==> config.mk <==
export PLATFORM = sky130hd
export DESIGN_NAME = tspm_monitor
export DESIGN_NICKNAME = d
export VERILOG_FILES = /design/src/include/tspm_pkg.sv /design/src/tspm_monitor.sv
export SDC_FILE = /design/constraint.sdc
export NUM_CORES = 1
export LEC_CHECK = 0
export BUFFER_PORTS_ARGS = -buffer_cell sky130_fd_sc_hd__buf_2
export CORE_AREA = 2 2 166 168
export DETAILED_ROUTE_END_ITERATION = 10
export DIE_AREA = 0 0 168 170
export PLACE_DENSITY = 0.74
export SYNTH_ARGS = -nofsm -noshare
export SYNTH_HDL_FRONTEND = slang
export SYNTH_SLANG_ARGS = --single-unit
==> constraint.sdc <==
create_clock -name clk_sys_i -period 2.4 [get_ports clk_sys_i]
set_input_delay 0.24 -clock clk_sys_i [delete_from_list [all_inputs] [get_ports clk_sys_i]]
set_output_delay 0.24 -clock clk_sys_i [all_outputs]
set_load 0.05 [all_outputs]
==> src/include/tspm_pkg.sv <==
// Constants, register map and timing for the thermal and supply protection monitor
// How it works
// - Hot tracking sensor with current limit: supplies off
// - Hot power stage: all outputs and igniters off
// - Hot relay sensor: main relay driver off
// - Hot 3.3 V sensor with current limit: regulator off
// - Filtered cool indication restores outputs automatically
// - Sticky warning flag per temperature sensor
// - Reading the warning flags clears them
// - Flags and overvoltage shutdown latch; thermal shutdown follows filtered state
// - Filtered 5 V overvoltage: drivers off, some exempt
// - Sticky 5 V overvoltage flag, cleared by read
// - Overvoltage flag alone never blocks switch on
// - 3.3 V shutdown is thermal AND over-current
// - Live 3.3 V undervoltage status bit
// - Live per-channel tracking overvoltage bits
// - Tracking shutdown is thermal AND over-current
// - Live combined tracking overload or overtemperature bit
package tspm_pkg;
    // Clock and timing
    localparam int CLK_FREQ_MHZ           = 250;
    localparam int THERMAL_FILTER_TIME_NS = 20000;
    localparam int SUPPLY5_OV_FILTER_TIME_NS = 10000;
    localparam int THERMAL_FILTER_CYC     = (THERMAL_FILTER_TIME_NS * CLK_FREQ_MHZ) / 1000;
    localparam int SUPPLY5_OV_FILTER_CYC  = (SUPPLY5_OV_FILTER_TIME_NS * CLK_FREQ_MHZ) / 1000;
    localparam int FILT_CNT_W             = 16;

    // Register byte offsets
    localparam logic [7:0] ADDR_STATUS   = 8'h00;
    localparam logic [7:0] ADDR_IRQ_MASK = 8'h04;
    localparam logic [7:0] ADDR_LIVE     = 8'h08;
    localparam logic [7:0] ADDR_CMD      = 8'h0C;
    localparam logic [7:0] ADDR_OUT_EN   = 8'h10;
    localparam logic [7:0] ADDR_AUX_EN   = 8'h14;

    // Field layout
    localparam int NUM_SENSORS  = 4;
    localparam int NUM_OUTPUTS  = 25;
    localparam int NUM_AUX      = 8;
    localparam int STAT_W       = 5;
    localparam int ST_OV5_BIT   = 4;
    localparam int LIVE_W       = 9;
    localparam int LV_UV33_BIT  = 4;
    localparam int LV_TRK1_BIT  = 5;
    localparam int LV_TRK2_BIT  = 6;
    localparam int LV_TRKD_BIT  = 7;
    localparam int LV_OVL_BIT   = 8;
    localparam int CMD_START_BIT = 0;
    localparam int SNS_TRK      = 0;
    localparam int SNS_PWR      = 1;
    localparam int SNS_MRD      = 2;
    localparam int SNS_REG      = 3;

    // Outputs 13, 14, 21 and 25 survive an overvoltage shutdown
    localparam logic [NUM_OUTPUTS-1:0] OV_EXEMPT_MASK = 25'h110_3000;

    // Reset values
    localparam logic [STAT_W-1:0]      STATUS_RST = 5'h00;
    localparam logic [STAT_W-1:0]      MASK_RST   = 5'h00;
    localparam logic [NUM_OUTPUTS-1:0] OUT_EN_RST = 25'h000_0000;
    localparam logic [NUM_AUX-1:0]     AUX_EN_RST = 8'h00;

    // AXI responses
    localparam logic [1:0] RESP_OKAY   = 2'b00;
    localparam logic [1:0] RESP_SLVERR = 2'b10;
endpackage

==> src/tspm_monitor.sv <==
// Thermal and supply protection monitor with AXI4-Lite register slave
`timescale 1ns/100ps
`default_nettype none
module tspm_monitor
    import tspm_pkg::*;
#(
    parameter int THERM_CYC = THERMAL_FILTER_CYC,
    parameter int OV5_CYC   = SUPPLY5_OV_FILTER_CYC
)(
    input  wire logic                   clk_sys_i,
    input  wire logic                   rst_n_i,
    // Comparators: above threshold, below threshold minus hysteresis
    input  wire logic [NUM_SENSORS-1:0] sensor_hot_i,
    input  wire logic [NUM_SENSORS-1:0] sensor_cool_i,
    input  wire logic                   trk_ilim_i,
    input  wire logic                   reg3v3_ilim_i,
    input  wire logic                   supply5_ov_i,
    input  wire logic                   supply3v3_uv_i,
    input  wire logic                   trk1_ov_i,
    input  wire logic                   trk2_ov_i,
    // Protection outputs
    output logic                        trk_supplies_off_o,
    output logic                        mrd_off_o,
    output logic                        reg3v3_off_o,
    output logic [NUM_OUTPUTS-1:0]      power_outputs_on_o,
    output logic [NUM_AUX-1:0]          aux_drivers_on_o,
    output logic                        irq_o,
    // AXI4-Lite slave
    input  wire logic [7:0]             s_axi_awaddr,
    input  wire logic                   s_axi_awvalid,
    output logic                        s_axi_awready,
    input  wire logic [31:0]            s_axi_wdata,
    input  wire logic [3:0]             s_axi_wstrb,
    input  wire logic                   s_axi_wvalid,
    output logic                        s_axi_wready,
    output logic [1:0]                  s_axi_bresp,
    output logic                        s_axi_bvalid,
    input  wire logic                   s_axi_bready,
    input  wire logic [7:0]             s_axi_araddr,
    input  wire logic                   s_axi_arvalid,
    output logic                        s_axi_arready,
    output logic [31:0]                 s_axi_rdata,
    output logic [1:0]                  s_axi_rresp,
    output logic                        s_axi_rvalid,
    input  wire logic                   s_axi_rready
);
    // Filter channels: 0..3 hot, 4..7 cool, 8 overvoltage
    localparam int NCH = 2 * NUM_SENSORS + 1;
    localparam int OVC = 2 * NUM_SENSORS;

    logic [NCH-1:0]            filt_in;          // Raw channel inputs
    logic [NCH-1:0]            filt_prev;        // Last sample per channel
    logic [NCH-1:0]            filt_out;         // Filtered level per channel
    logic [FILT_CNT_W-1:0]     filt_cnt [NCH];   // Stability counters
    logic [NUM_SENSORS-1:0]    therm;            // Filtered thermal shutdown state
    logic [NUM_SENSORS-1:0]    next_therm;
    logic                      ov_latch;         // Overvoltage shutdown until start command
    logic                      ov_prev;          // Edge detect of filtered overvoltage
    logic [STAT_W-1:0]         status;           // Sticky flags
    logic [STAT_W-1:0]         irq_mask;         // Interrupt enables
    logic [NUM_OUTPUTS-1:0]    out_en;           // Software output enables
    logic [NUM_AUX-1:0]        aux_en;           // Software igniter and CPS enables
    logic [LIVE_W-1:0]         live;             // Non-sticky diagnostics

    // Limit reached for a channel
    function automatic logic lim_hit(input logic [FILT_CNT_W-1:0] c, input int ch);
        lim_hit = (ch == OVC) ? (c == FILT_CNT_W'(OV5_CYC - 1)) : (c == FILT_CNT_W'(THERM_CYC - 1));
    endfunction

    assign filt_in = {supply5_ov_i, sensor_cool_i, sensor_hot_i};

    // Per-channel persistence filter; any change restarts the count
    always_ff @(posedge clk_sys_i or negedge rst_n_i)
    begin
        if (!rst_n_i)
        begin
            filt_prev <= '0;
            filt_out  <= '0;
            for (int i = 0; i < NCH; i++)
                filt_cnt[i] <= '0;
        end
        else
        begin
            filt_prev <= filt_in;
            for (int i = 0; i < NCH; i++)
            begin
                if (filt_in[i] != filt_prev[i])
                    filt_cnt[i] <= '0;
                else if (!lim_hit(filt_cnt[i], i))
                    filt_cnt[i] <= filt_cnt[i] + 1'b1;
                else
                    filt_out[i] <= filt_prev[i];
            end
        end
    end

    // Thermal state: filtered hot sets, filtered cool releases
    wire [NUM_SENSORS-1:0] hot_f  = filt_out[NUM_SENSORS-1:0];
    wire [NUM_SENSORS-1:0] cool_f = filt_out[OVC-1:NUM_SENSORS];
    wire                   ov_f   = filt_out[OVC];
    always_comb
    begin
        for (int i = 0; i < NUM_SENSORS; i++)
            next_therm[i] = hot_f[i] ? 1'b1 : (cool_f[i] ? 1'b0 : therm[i]);
    end

    // AXI write channel capture; address and data taken in either order
    logic       aw_held;
    logic       w_held;
    logic [7:0] aw_addr;
    logic [31:0] w_data;
    logic [3:0] w_strb;
    wire        wr_fire = aw_held && w_held && !s_axi_bvalid;
    wire        wr_status = wr_fire && (aw_addr == ADDR_STATUS);
    wire        wr_mask   = wr_fire && (aw_addr == ADDR_IRQ_MASK) && w_strb[0];
    wire        wr_cmd    = wr_fire && (aw_addr == ADDR_CMD) && w_strb[0];
    wire        wr_outen  = wr_fire && (aw_addr == ADDR_OUT_EN);
    wire        wr_auxen  = wr_fire && (aw_addr == ADDR_AUX_EN) && w_strb[0];
    wire        wr_known  = (aw_addr == ADDR_STATUS) || (aw_addr == ADDR_IRQ_MASK) || (aw_addr == ADDR_LIVE)
                            || (aw_addr == ADDR_CMD) || (aw_addr == ADDR_OUT_EN) || (aw_addr == ADDR_AUX_EN);
    wire        start_cmd = wr_cmd && w_data[CMD_START_BIT];
    wire        rd_fire   = s_axi_arvalid && s_axi_arready;
    wire        rd_status = rd_fire && (s_axi_araddr == ADDR_STATUS);

    // Events that set sticky flags: filtered hot level and overvoltage edge
    wire [STAT_W-1:0] flag_set = {ov_f && !ov_prev, hot_f};
    // Flags clear on a status read; a coincident event still sets
    wire [STAT_W-1:0] next_status = flag_set | (rd_status ? '0 : status);

    // Byte-lane merge of the output enable register
    logic [31:0] outen_merged;
    always_comb
    begin
        outen_merged = {7'h00, out_en};
        for (int b = 0; b < 4; b++)
            if (w_strb[b])
                outen_merged[8*b +: 8] = w_data[8*b +: 8];
    end

    // Overvoltage clears non-exempt enables so software must rewrite them
    wire [NUM_OUTPUTS-1:0] next_out_en = (ov_f && !ov_prev) ? (out_en & OV_EXEMPT_MASK)
                                       : (wr_outen ? outen_merged[NUM_OUTPUTS-1:0] : out_en);

    // Protection decisions from filtered thermal state and the overvoltage latch
    wire next_trk_off = therm[SNS_TRK] && trk_ilim_i;
    wire next_reg_off = therm[SNS_REG] && reg3v3_ilim_i;
    wire next_mrd_off = therm[SNS_MRD];
    wire [NUM_OUTPUTS-1:0] ov_block = ov_latch ? ~OV_EXEMPT_MASK : '0;
    wire [NUM_OUTPUTS-1:0] next_pwr_on = therm[SNS_PWR] ? '0 : (out_en & ~ov_block);
    wire [NUM_AUX-1:0] next_aux_on = (therm[SNS_PWR] || ov_latch) ? '0 : aux_en;

    // Live diagnostics, recomputed every cycle
    wire [LIVE_W-1:0] next_live = {ov_latch,
                                   therm[SNS_TRK] || trk_ilim_i,
                                   trk2_ov_i,
                                   trk1_ov_i,
                                   supply3v3_uv_i,
                                   therm};

    // Protection and flag state
    always_ff @(posedge clk_sys_i or negedge rst_n_i)
    begin
        if (!rst_n_i)
        begin
            therm              <= '0;
            ov_prev            <= 1'b0;
            ov_latch           <= 1'b0;
            status             <= STATUS_RST;
            trk_supplies_off_o <= 1'b0;
            mrd_off_o          <= 1'b0;
            reg3v3_off_o       <= 1'b0;
            power_outputs_on_o <= '0;
            aux_drivers_on_o   <= '0;
            live               <= '0;
            irq_o              <= 1'b0;
        end
        else
        begin
            therm              <= next_therm;
            ov_prev            <= ov_f;
            // Shutdown set wins over a start command in the same cycle
            ov_latch           <= (ov_f && !ov_prev) ? 1'b1 : (start_cmd ? 1'b0 : ov_latch);
            status             <= next_status;
            trk_supplies_off_o <= next_trk_off;
            mrd_off_o          <= next_mrd_off;
            reg3v3_off_o       <= next_reg_off;
            power_outputs_on_o <= next_pwr_on;
            aux_drivers_on_o   <= next_aux_on;
            live               <= next_live;
            irq_o              <= |(next_status & irq_mask);
        end
    end

    // Software control registers
    always_ff @(posedge clk_sys_i or negedge rst_n_i)
    begin
        if (!rst_n_i)
        begin
            irq_mask <= MASK_RST;
            out_en   <= OUT_EN_RST;
            aux_en   <= AUX_EN_RST;
        end
        else
        begin
            out_en <= next_out_en;
            if (wr_mask)
                irq_mask <= w_data[STAT_W-1:0];
            if (ov_f && !ov_prev)
                aux_en <= '0;
            else if (wr_auxen)
                aux_en <= w_data[NUM_AUX-1:0];
        end
    end

    // AXI write handshake
    always_ff @(posedge clk_sys_i or negedge rst_n_i)
    begin
        if (!rst_n_i)
        begin
            aw_held       <= 1'b0;
            w_held        <= 1'b0;
            aw_addr       <= '0;
            w_data        <= '0;
            w_strb        <= '0;
            s_axi_awready <= 1'b0;
            s_axi_wready  <= 1'b0;
            s_axi_bvalid  <= 1'b0;
            s_axi_bresp   <= RESP_OKAY;
        end
        else
        begin
            s_axi_awready <= !aw_held && !(s_axi_awvalid && s_axi_awready);
            s_axi_wready  <= !w_held && !(s_axi_wvalid && s_axi_wready);
            if (s_axi_awvalid && s_axi_awready)
            begin
                aw_held <= 1'b1;
                aw_addr <= s_axi_awaddr;
            end
            if (s_axi_wvalid && s_axi_wready)
            begin
                w_held <= 1'b1;
                w_data <= s_axi_wdata;
                w_strb <= s_axi_wstrb;
            end
            if (wr_fire)
            begin
                aw_held      <= 1'b0;
                w_held       <= 1'b0;
                s_axi_bvalid <= 1'b1;
                s_axi_bresp  <= wr_known ? RESP_OKAY : RESP_SLVERR;
            end
            else if (s_axi_bready)
                s_axi_bvalid <= 1'b0;
        end
    end

    // Read mux; status reads return the value before clearing
    logic [31:0] rd_mux;
    always_comb
    begin
        unique case (s_axi_araddr)
            ADDR_STATUS:   rd_mux = {27'h000_0000, status};
            ADDR_IRQ_MASK: rd_mux = {27'h000_0000, irq_mask};
            ADDR_LIVE:     rd_mux = {23'h00_0000, live};
            ADDR_CMD:      rd_mux = {31'h0000_0000, ov_latch};
            ADDR_OUT_EN:   rd_mux = {7'h00, out_en};
            ADDR_AUX_EN:   rd_mux = {24'h00_0000, aux_en};
            default:       rd_mux = 32'h0000_0000;
        endcase
    end
    wire rd_known = (s_axi_araddr == ADDR_STATUS) || (s_axi_araddr == ADDR_IRQ_MASK) || (s_axi_araddr == ADDR_LIVE)
                    || (s_axi_araddr == ADDR_CMD) || (s_axi_araddr == ADDR_OUT_EN) || (s_axi_araddr == ADDR_AUX_EN);

    // AXI read handshake: one outstanding read
    always_ff @(posedge clk_sys_i or negedge rst_n_i)
    begin
        if (!rst_n_i)
        begin
            s_axi_arready <= 1'b0;
            s_axi_rvalid  <= 1'b0;
            s_axi_rdata   <= '0;
            s_axi_rresp   <= RESP_OKAY;
        end
        else
        begin
            s_axi_arready <= !s_axi_rvalid && !rd_fire;
            if (rd_fire)
            begin
                s_axi_rvalid <= 1'b1;
                s_axi_rdata  <= rd_mux;
                s_axi_rresp  <= rd_known ? RESP_OKAY : RESP_SLVERR;
            end
            else if (s_axi_rready)
                s_axi_rvalid <= 1'b0;
        end
    end
endmodule
`default_nettype wire

==> impl_metrics.json, run 1 <==
{
  "status": "completed",
  "rsz0062_at_grt": "false",
  "cts_tree": "built",
  "synth_cell_types": 66,
  "async_flop_share_pct": 100,
  "crit_path_max_incr_delay_ps": 640,
  "p_leak_nw": 7.80,
  "multi_input_area_um2": 5970,
  "maxCapViolCount": 0,
  "antennaDiodeCount": 0,
  "fmax_mhz": 468,
  "cts.hold.buffers_added": 53,
  "grtUsageTotal_pct": 22.8,
  "period_share_pct": 89.1,
  "crit_arrival_ps": 2540,
  "period_minus_slack_ps": 2140,
  "grt_pass1_vias": 10700,
  "num_io_pins": 151,
  "hold_viol": 0,
  "place_ws_ps": 363,
  "coreArea_um2": 26700,
  "numPortBuffers": 134,
  "start_util_pct": 54.3,
  "critical_path.top_delay_family": "simple AND/OR/NAND/NOR gates",
  "ys_seq_area_share_pct": 56.5,
  "nNetsFinal": 1608,
  "dr.first_iter.drc_count": 733,
  "worstMarginPinSlew_ps": 697,
  "critPathKind": "reg -> reg",
  "die_y_um": 170,
  "peakVddDrop_v": 0.000516,
  "dp_cells": 1777,
  "root_buffer": "clkbuf_16",
  "vias_per_cell": 5.68,
  "grt_pass1_wl_um": 53300,
  "final_max_slew_viol_count": 0,
  "setup_tns_ps": 0,
  "totalWireLength_um": 31800,
  "critPathBufInv": 1,
  "worst_slack_ps": 261,
  "post_cts_resized": 0,
  "max-clock-path-buffers": 3,
  "mappedNetlistArea_um2": 14500,
  "grt_max_degree": 86,
  "synth_edf_count": 0,
  "ys_seq_elements": 327,
  "post_drt_wl_per_cell_um": 16.8,
  "seqCellArea_um2": 8180,
  "clk_pin_slew_ps": 60,
  "die_x_um": 168,
  "required_ps": 2800,
  "dieArea_um2": 28600,
  "crit_path_end_kind": "flop",
  "drt_pass1_iterations": 7,
  "cts.htree.levels": 2,
  "worstPathCellList": "nor4_1, nand3_1, nor4_2, buf_4, mux2_2",
  "drive_gt1_share_pct": 18.9,
  "grt_overflow": 0,
  "instances_no_fill": 1893,
  "via_count": 10800,
  "fin_worst_skew_ps": 19.8,
  "ys.warnings.count": 0,
  "num_rows": 60,
  "drc": 0,
  "min_path_type": "in -> reg",
  "numCtsBuffers": 35,
  "crit_slowest_cell": "nor4_1",
  "finalSetupViolCount": 0,
  "ys.flop_type": "dfrtp_1",
  "critPathLaunchType": "flop",
  "avgSynthCellArea_um2": 11.0,
  "antenna_left": 0,
  "p_total_mw": 13.9,
  "clk_latency_ps": 520,
  "p_per_area_nw_per_um2": 797,
  "postCtsSetupBuffers": 0,
  "fillers": 2017,
  "place_congestion": 0.834,
  "timing.slew.headroom_pct": 53.1,
  "dpl.hpwl_um": 21300,
  "syn2layout_area_growth_pct": 20.4,
  "cts.sinks": 327,
  "worst-path-max-fanout": 5,
  "antenna_found_initial": 0,
  "syn_inst": 1313
}
[layer usage]
metal	part of all wire [%]	vias to the layer above	GRT usage (%)
met5	0	-	0
li1	-	5111	-
met3	3.7	66	3.56
met4	3.0	0	7.83
met1	45	5355	30.9
met2	48	219	37.7
[worst paths after layout]
kind                                start                    end  slack (ps)  cells after the start
min in group asynchronous         rst_n_i  power_outputs_on_o[7]         330                      2
max                            aw_addr[0]            irq_mask[2]         260                      5
min reg2reg                      therm[2]                live[2]         370                      0
max reg2reg                    aw_addr[0]            irq_mask[2]         260                      5
min                        s_axi_wdata[1]              w_data[1]          30                      2
max in group asynchronous         rst_n_i           filt_cnt[60]        1260                      3
[cell type report]
type / instances / share of cell area, %
clock inverters: 17 / 1.18
well taps: 341 / 2.45
flip-flops and latches: 327 / 47.0
clock buffers: 46 / 5.84
repair buffers: 218 / 8.57
multi-input cells: 909 / 34.3
inverters: 35 / 0.754
[kinds of logic (layout without fill, tap and decap cells)]
group	after synthesis	count (layout)	share of synthesized area, %
xor gates and xnor gates	95	95	5.75
and+or+nand+nor	506	506	19.8
muxes	79	79	5.88
AOI/OAI and AO/OA	211	211	8.75
buffers and inverters	85	316	2.48
adders and majority gates	9	9	0.778
DFF	327	327	56.5
other	1	9	0.0259
[power breakdown]
part | switching [mW] | total, mW | internal (mW)
registers | 0.495 | 6.54 | 6.04
logic | 1.01 | 1.74 | 0.732
clock network | 2.19 | 5.62 | 3.43
total | 3.69 | 13.9 | 10.2
[cell usage in the layout, fill, tap and decap left out, types with 6 or more instances in the layout]
cell and instances:
a22o_1 21, inv_1 35, clkinv_2 9, clkbuf_8 8, clkbuf_16 36, or4_1 10
nand3_1 58, nor3_1 19, ha_1 9, o22ai_1 6, and2_1 41, o21ai_0 75
nor2_1 131, buf_2 133, or3_1 38, nor4b_1 6, nand4_1 54, nor4_4 6
xor2_1 60, mux2i_1 31, a22oi_1 9, nand2b_1 11, xnor2_1 35, and4_1 17
nor2b_1 6, dlygate4sd3_1 53, a21o_1 8, nand2_1 50, mux2_2 48, a21oi_1 67
and3_1 12, nor4_1 18, buf_4 27, conb_1 9, dfrtp_1 327
[sequential cells by signal (all words and copies together) (netlist names), 4 cells and up]
register,cells
aux_drivers_on_o,8
aux_en,8
aw_addr,8
filt_cnt,144
filt_out,9
filt_prev,9
irq_mask,5
live,9
out_en,25
power_outputs_on_o,25
s_axi_rdata,25
status,5
therm,4
w_data,25
w_strb,4
[cells in the mapped netlist, types with 35 or more instances]
master,n,share of area (%)
xnor2_1,35,2.1
dfrtp_1,327,57
xor2_1,60,3.6
nand3_1,58,2.0
and2_1,41,1.8
a21oi_1,67,2.3
nand2_1,50,1.3
nand4_1,54,2.3
nor2_1,131,3.4
mux2_2,48,3.7
o21ai_0,75,2.6
or3_1,38,1.6
inv_1,35,0.91
[worst register-to-register path, delay by kind of cell (launching register included)]
kind | cells | cell delay (ps)
muxes | 1 | 340
buffers and inverters | 1 | 200
and+or+nand+nor | 3 | 1120
DFF | 1 | 380
[stage by stage]
step,hold WS [ps],instance area [um^2],utilization [%]
floorplan,-55.6,14500,-
global route,19.5,17400,65.4
global placement,301,15700,58.8
CTS,4.12,17400,65.4
finish,26.0,17400,65.4
detailed placement,305,15700,58.8
(Power assumes the default switching activity.)
==> inputs of run 2 (changes only) <==
--- a/config.mk
+++ b/config.mk
@@ -6,10 +6,10 @@
 export NUM_CORES = 1
 export LEC_CHECK = 0
 export BUFFER_PORTS_ARGS = -buffer_cell sky130_fd_sc_hd__buf_2
-export CORE_AREA = 2 2 166 168
+export CORE_AREA = 2 2 160 162
 export DETAILED_ROUTE_END_ITERATION = 10
-export DIE_AREA = 0 0 168 170
-export PLACE_DENSITY = 0.74
+export DIE_AREA = 0 0 162 164
+export PLACE_DENSITY = 0.79
 export SYNTH_ARGS = -nofsm -noshare
 export SYNTH_HDL_FRONTEND = slang
 export SYNTH_SLANG_ARGS = --single-unit
==> run 2 against run 1 <==
Effect of this change: fmax increased by 3.0%; cell count decreased by 1.1%; design area decreased by 0.62%; clock power decreased by 4.3%; largest power group unchanged; critical endpoint is now out_en[14].
==> impl_metrics.json, run 2 (same netlist as run 1, synthesis figures left out) <==
{
  "critical_path.top_delay_family": "simple AND/OR/NAND/NOR gates",
  "period_share_pct": 86.5,
  "dieArea_um2": 26600,
  "antenna_left": 0,
  "required_ps": 2790,
  "grtUsageTotal_pct": 24.6,
  "peakVddDrop_v": 0.000535,
  "fin_worst_skew_ps": 11.8,
  "crit_slowest_cell": "or4_4",
  "largest_register_ffs": 144,
  "drc": 0,
  "placed_area_um2": 15600,
  "drt_pass1_iterations": 5,
  "layout_common_cells": "dfrtp_1, buf_2, nor2_1",
  "whs_ps": 24.9,
  "p_leak_nw": 7.74,
  "die_y_um": 164,
  "vias_per_cell": 5.84,
  "worstPathCellList": "or4_4, nor4_4, mux2i_1, nor2_1",
  "postCtsSetupBuffers": 0,
  "numCtsBuffers": 36,
  "setup_tns_ps": 0,
  "period_minus_slack_ps": 2080,
  "critPathKind": "reg -> reg",
  "stdcell_area_um2": 17300,
  "cts_tree": "built",
  "num_io_pins": 151,
  "grt_max_degree": 79,
  "utilization_pct": 69.8,
  "start_util_pct": 58.3,
  "root_buffer": "clkbuf_16",
  "finalSetupViolCount": 0,
  "fillers": 1774,
  "grt_overflow": 0,
  "critPathBufInv": 0,
  "maxCapViolCount": 0,
  "cts.htree.levels": 2,
  "crit_arrival_ps": 2460,
  "hold_viol": 0,
  "reg2regPathDepth": 4,
  "post_drt_wl_per_cell_um": 17.2,
  "hp-start": "s_axi_wdata[3]",
  "die_x_um": 162,
  "fmax_mhz": 482,
  "critPathLaunchType": "flop",
  "clk_latency_ps": 520,
  "drive_gt1_share_pct": 18.2,
  "status": "completed",
  "grt_pass1_vias": 10700,
  "r2r-start": "aw_addr[0]",
  "p_per_area_nw_per_um2": 789,
  "cts.sinks": 327,
  "worst-path-max-fanout": 6,
  "top_register": "filt_cnt",
  "grt_pass1_wl_um": 53200,
  "place_congestion": 0.857,
  "max-clock-path-buffers": 3,
  "post_cts_resized": 0,
  "critical_path_cell_count": 4,
  "antenna_found_initial": 1,
  "min_path_type": "in -> reg",
  "final_common_cell": "dfrtp_1",
  "timing.slew.headroom_pct": 50.0,
  "crit_path_end_kind": "flop",
  "via_count": 10900,
  "dr.first_iter.drc_count": 784,
  "numPortBuffers": 134,
  "critPathLaunch": "aw_addr[0]",
  "rsz0062_at_grt": "false",
  "syn2layout_area_growth_pct": 19.6,
  "num_rows": 58,
  "nNetsFinal": 1603,
  "totalWireLength_um": 32200,
  "coreArea_um2": 24800,
  "min_path_cells": 2,
  "dpl.hpwl_um": 20700,
  "worstMarginPinSlew_ps": 744,
  "crit_path_max_incr_delay_ps": 590,
  "clk_pin_slew_ps": 60,
  "final_max_slew_viol_count": 0
}
==> run 2: cell count changes in the layout (fill, tap and decap cells not counted), sizes merged, moves of 2 or more <==
cell	previous run	this run
buf	165	160
clkinv	10	5
diode	0	2
bufinv	4	2
clkbuf	46	48
==> run 2: path summary, 6_finish.rpt <==
check | slack [ps] | endpoint
hold reg to reg | 390 | live[2]
setup reg to reg | 320 | out_en[14]
max in group asynchronous | 1340 | filt_cnt[134]
min in group asynchronous | 310 | filt_cnt[123]
hold / removal | 20 | w_data[3]
setup / recovery | 320 | out_en[14]
==> run 2: timing repair <==
item / CTS / global route
hold endpoints to repair: 124 / 0
endpoints found under the setup margin: 0 / 0
hold buffers: 52 / 0
==> run 2: final cells by class <==
| class | instances | area, um^2 | area share [%] |
|---|---|---|---|
| multi-input combinational | 909 | 5970 | 34.5 |
| antenna | 2 | 5.00 | 0.0289 |
| sequential | 327 | 8180 | 47.2 |
| clock inverter | 10 | 110 | 0.636 |
| clock buffer | 48 | 1040 | 5.99 |
| inverter | 35 | 131 | 0.759 |
| tap | 330 | 413 | 2.38 |
| timing repair buffer | 212 | 1470 | 8.50 |
==> run 2: per-layer routing <==
layer / GRT usage, % / vias to the layer above / part of all wire [%]
li1: - / 5094 / -
met2: 40.8 / 302 / 49
met1: 33.2 / 5474 / 43
met5: 0 / - / 0
met4: 10.1 / 0 / 3.2
met3: 3.13 / 74 / 4.5
==> run 2: report_power, final <==
part / leakage (nW) / switching [mW] / internal, mW
combinational: 2.90 / 0.999 / 0.730
sequential: 4.27 / 0.508 / 6.04
clock: 0.568 / 2.15 / 3.23
total: 7.74 / 3.65 / 10.0
==> run 2: stage by stage <==
step | power (mW) | worst slack [ps] | instances
final | 13.7 | 324 | 1873
after CTS | 13.7 | 405 | 1871
after floorplan | 7.63 | 339 | 1321
after global placement | 8.15 | 449 | 1761
after global routing | 14.2 | 207 | 1872
after detailed placement | 8.25 | 402 | 1761
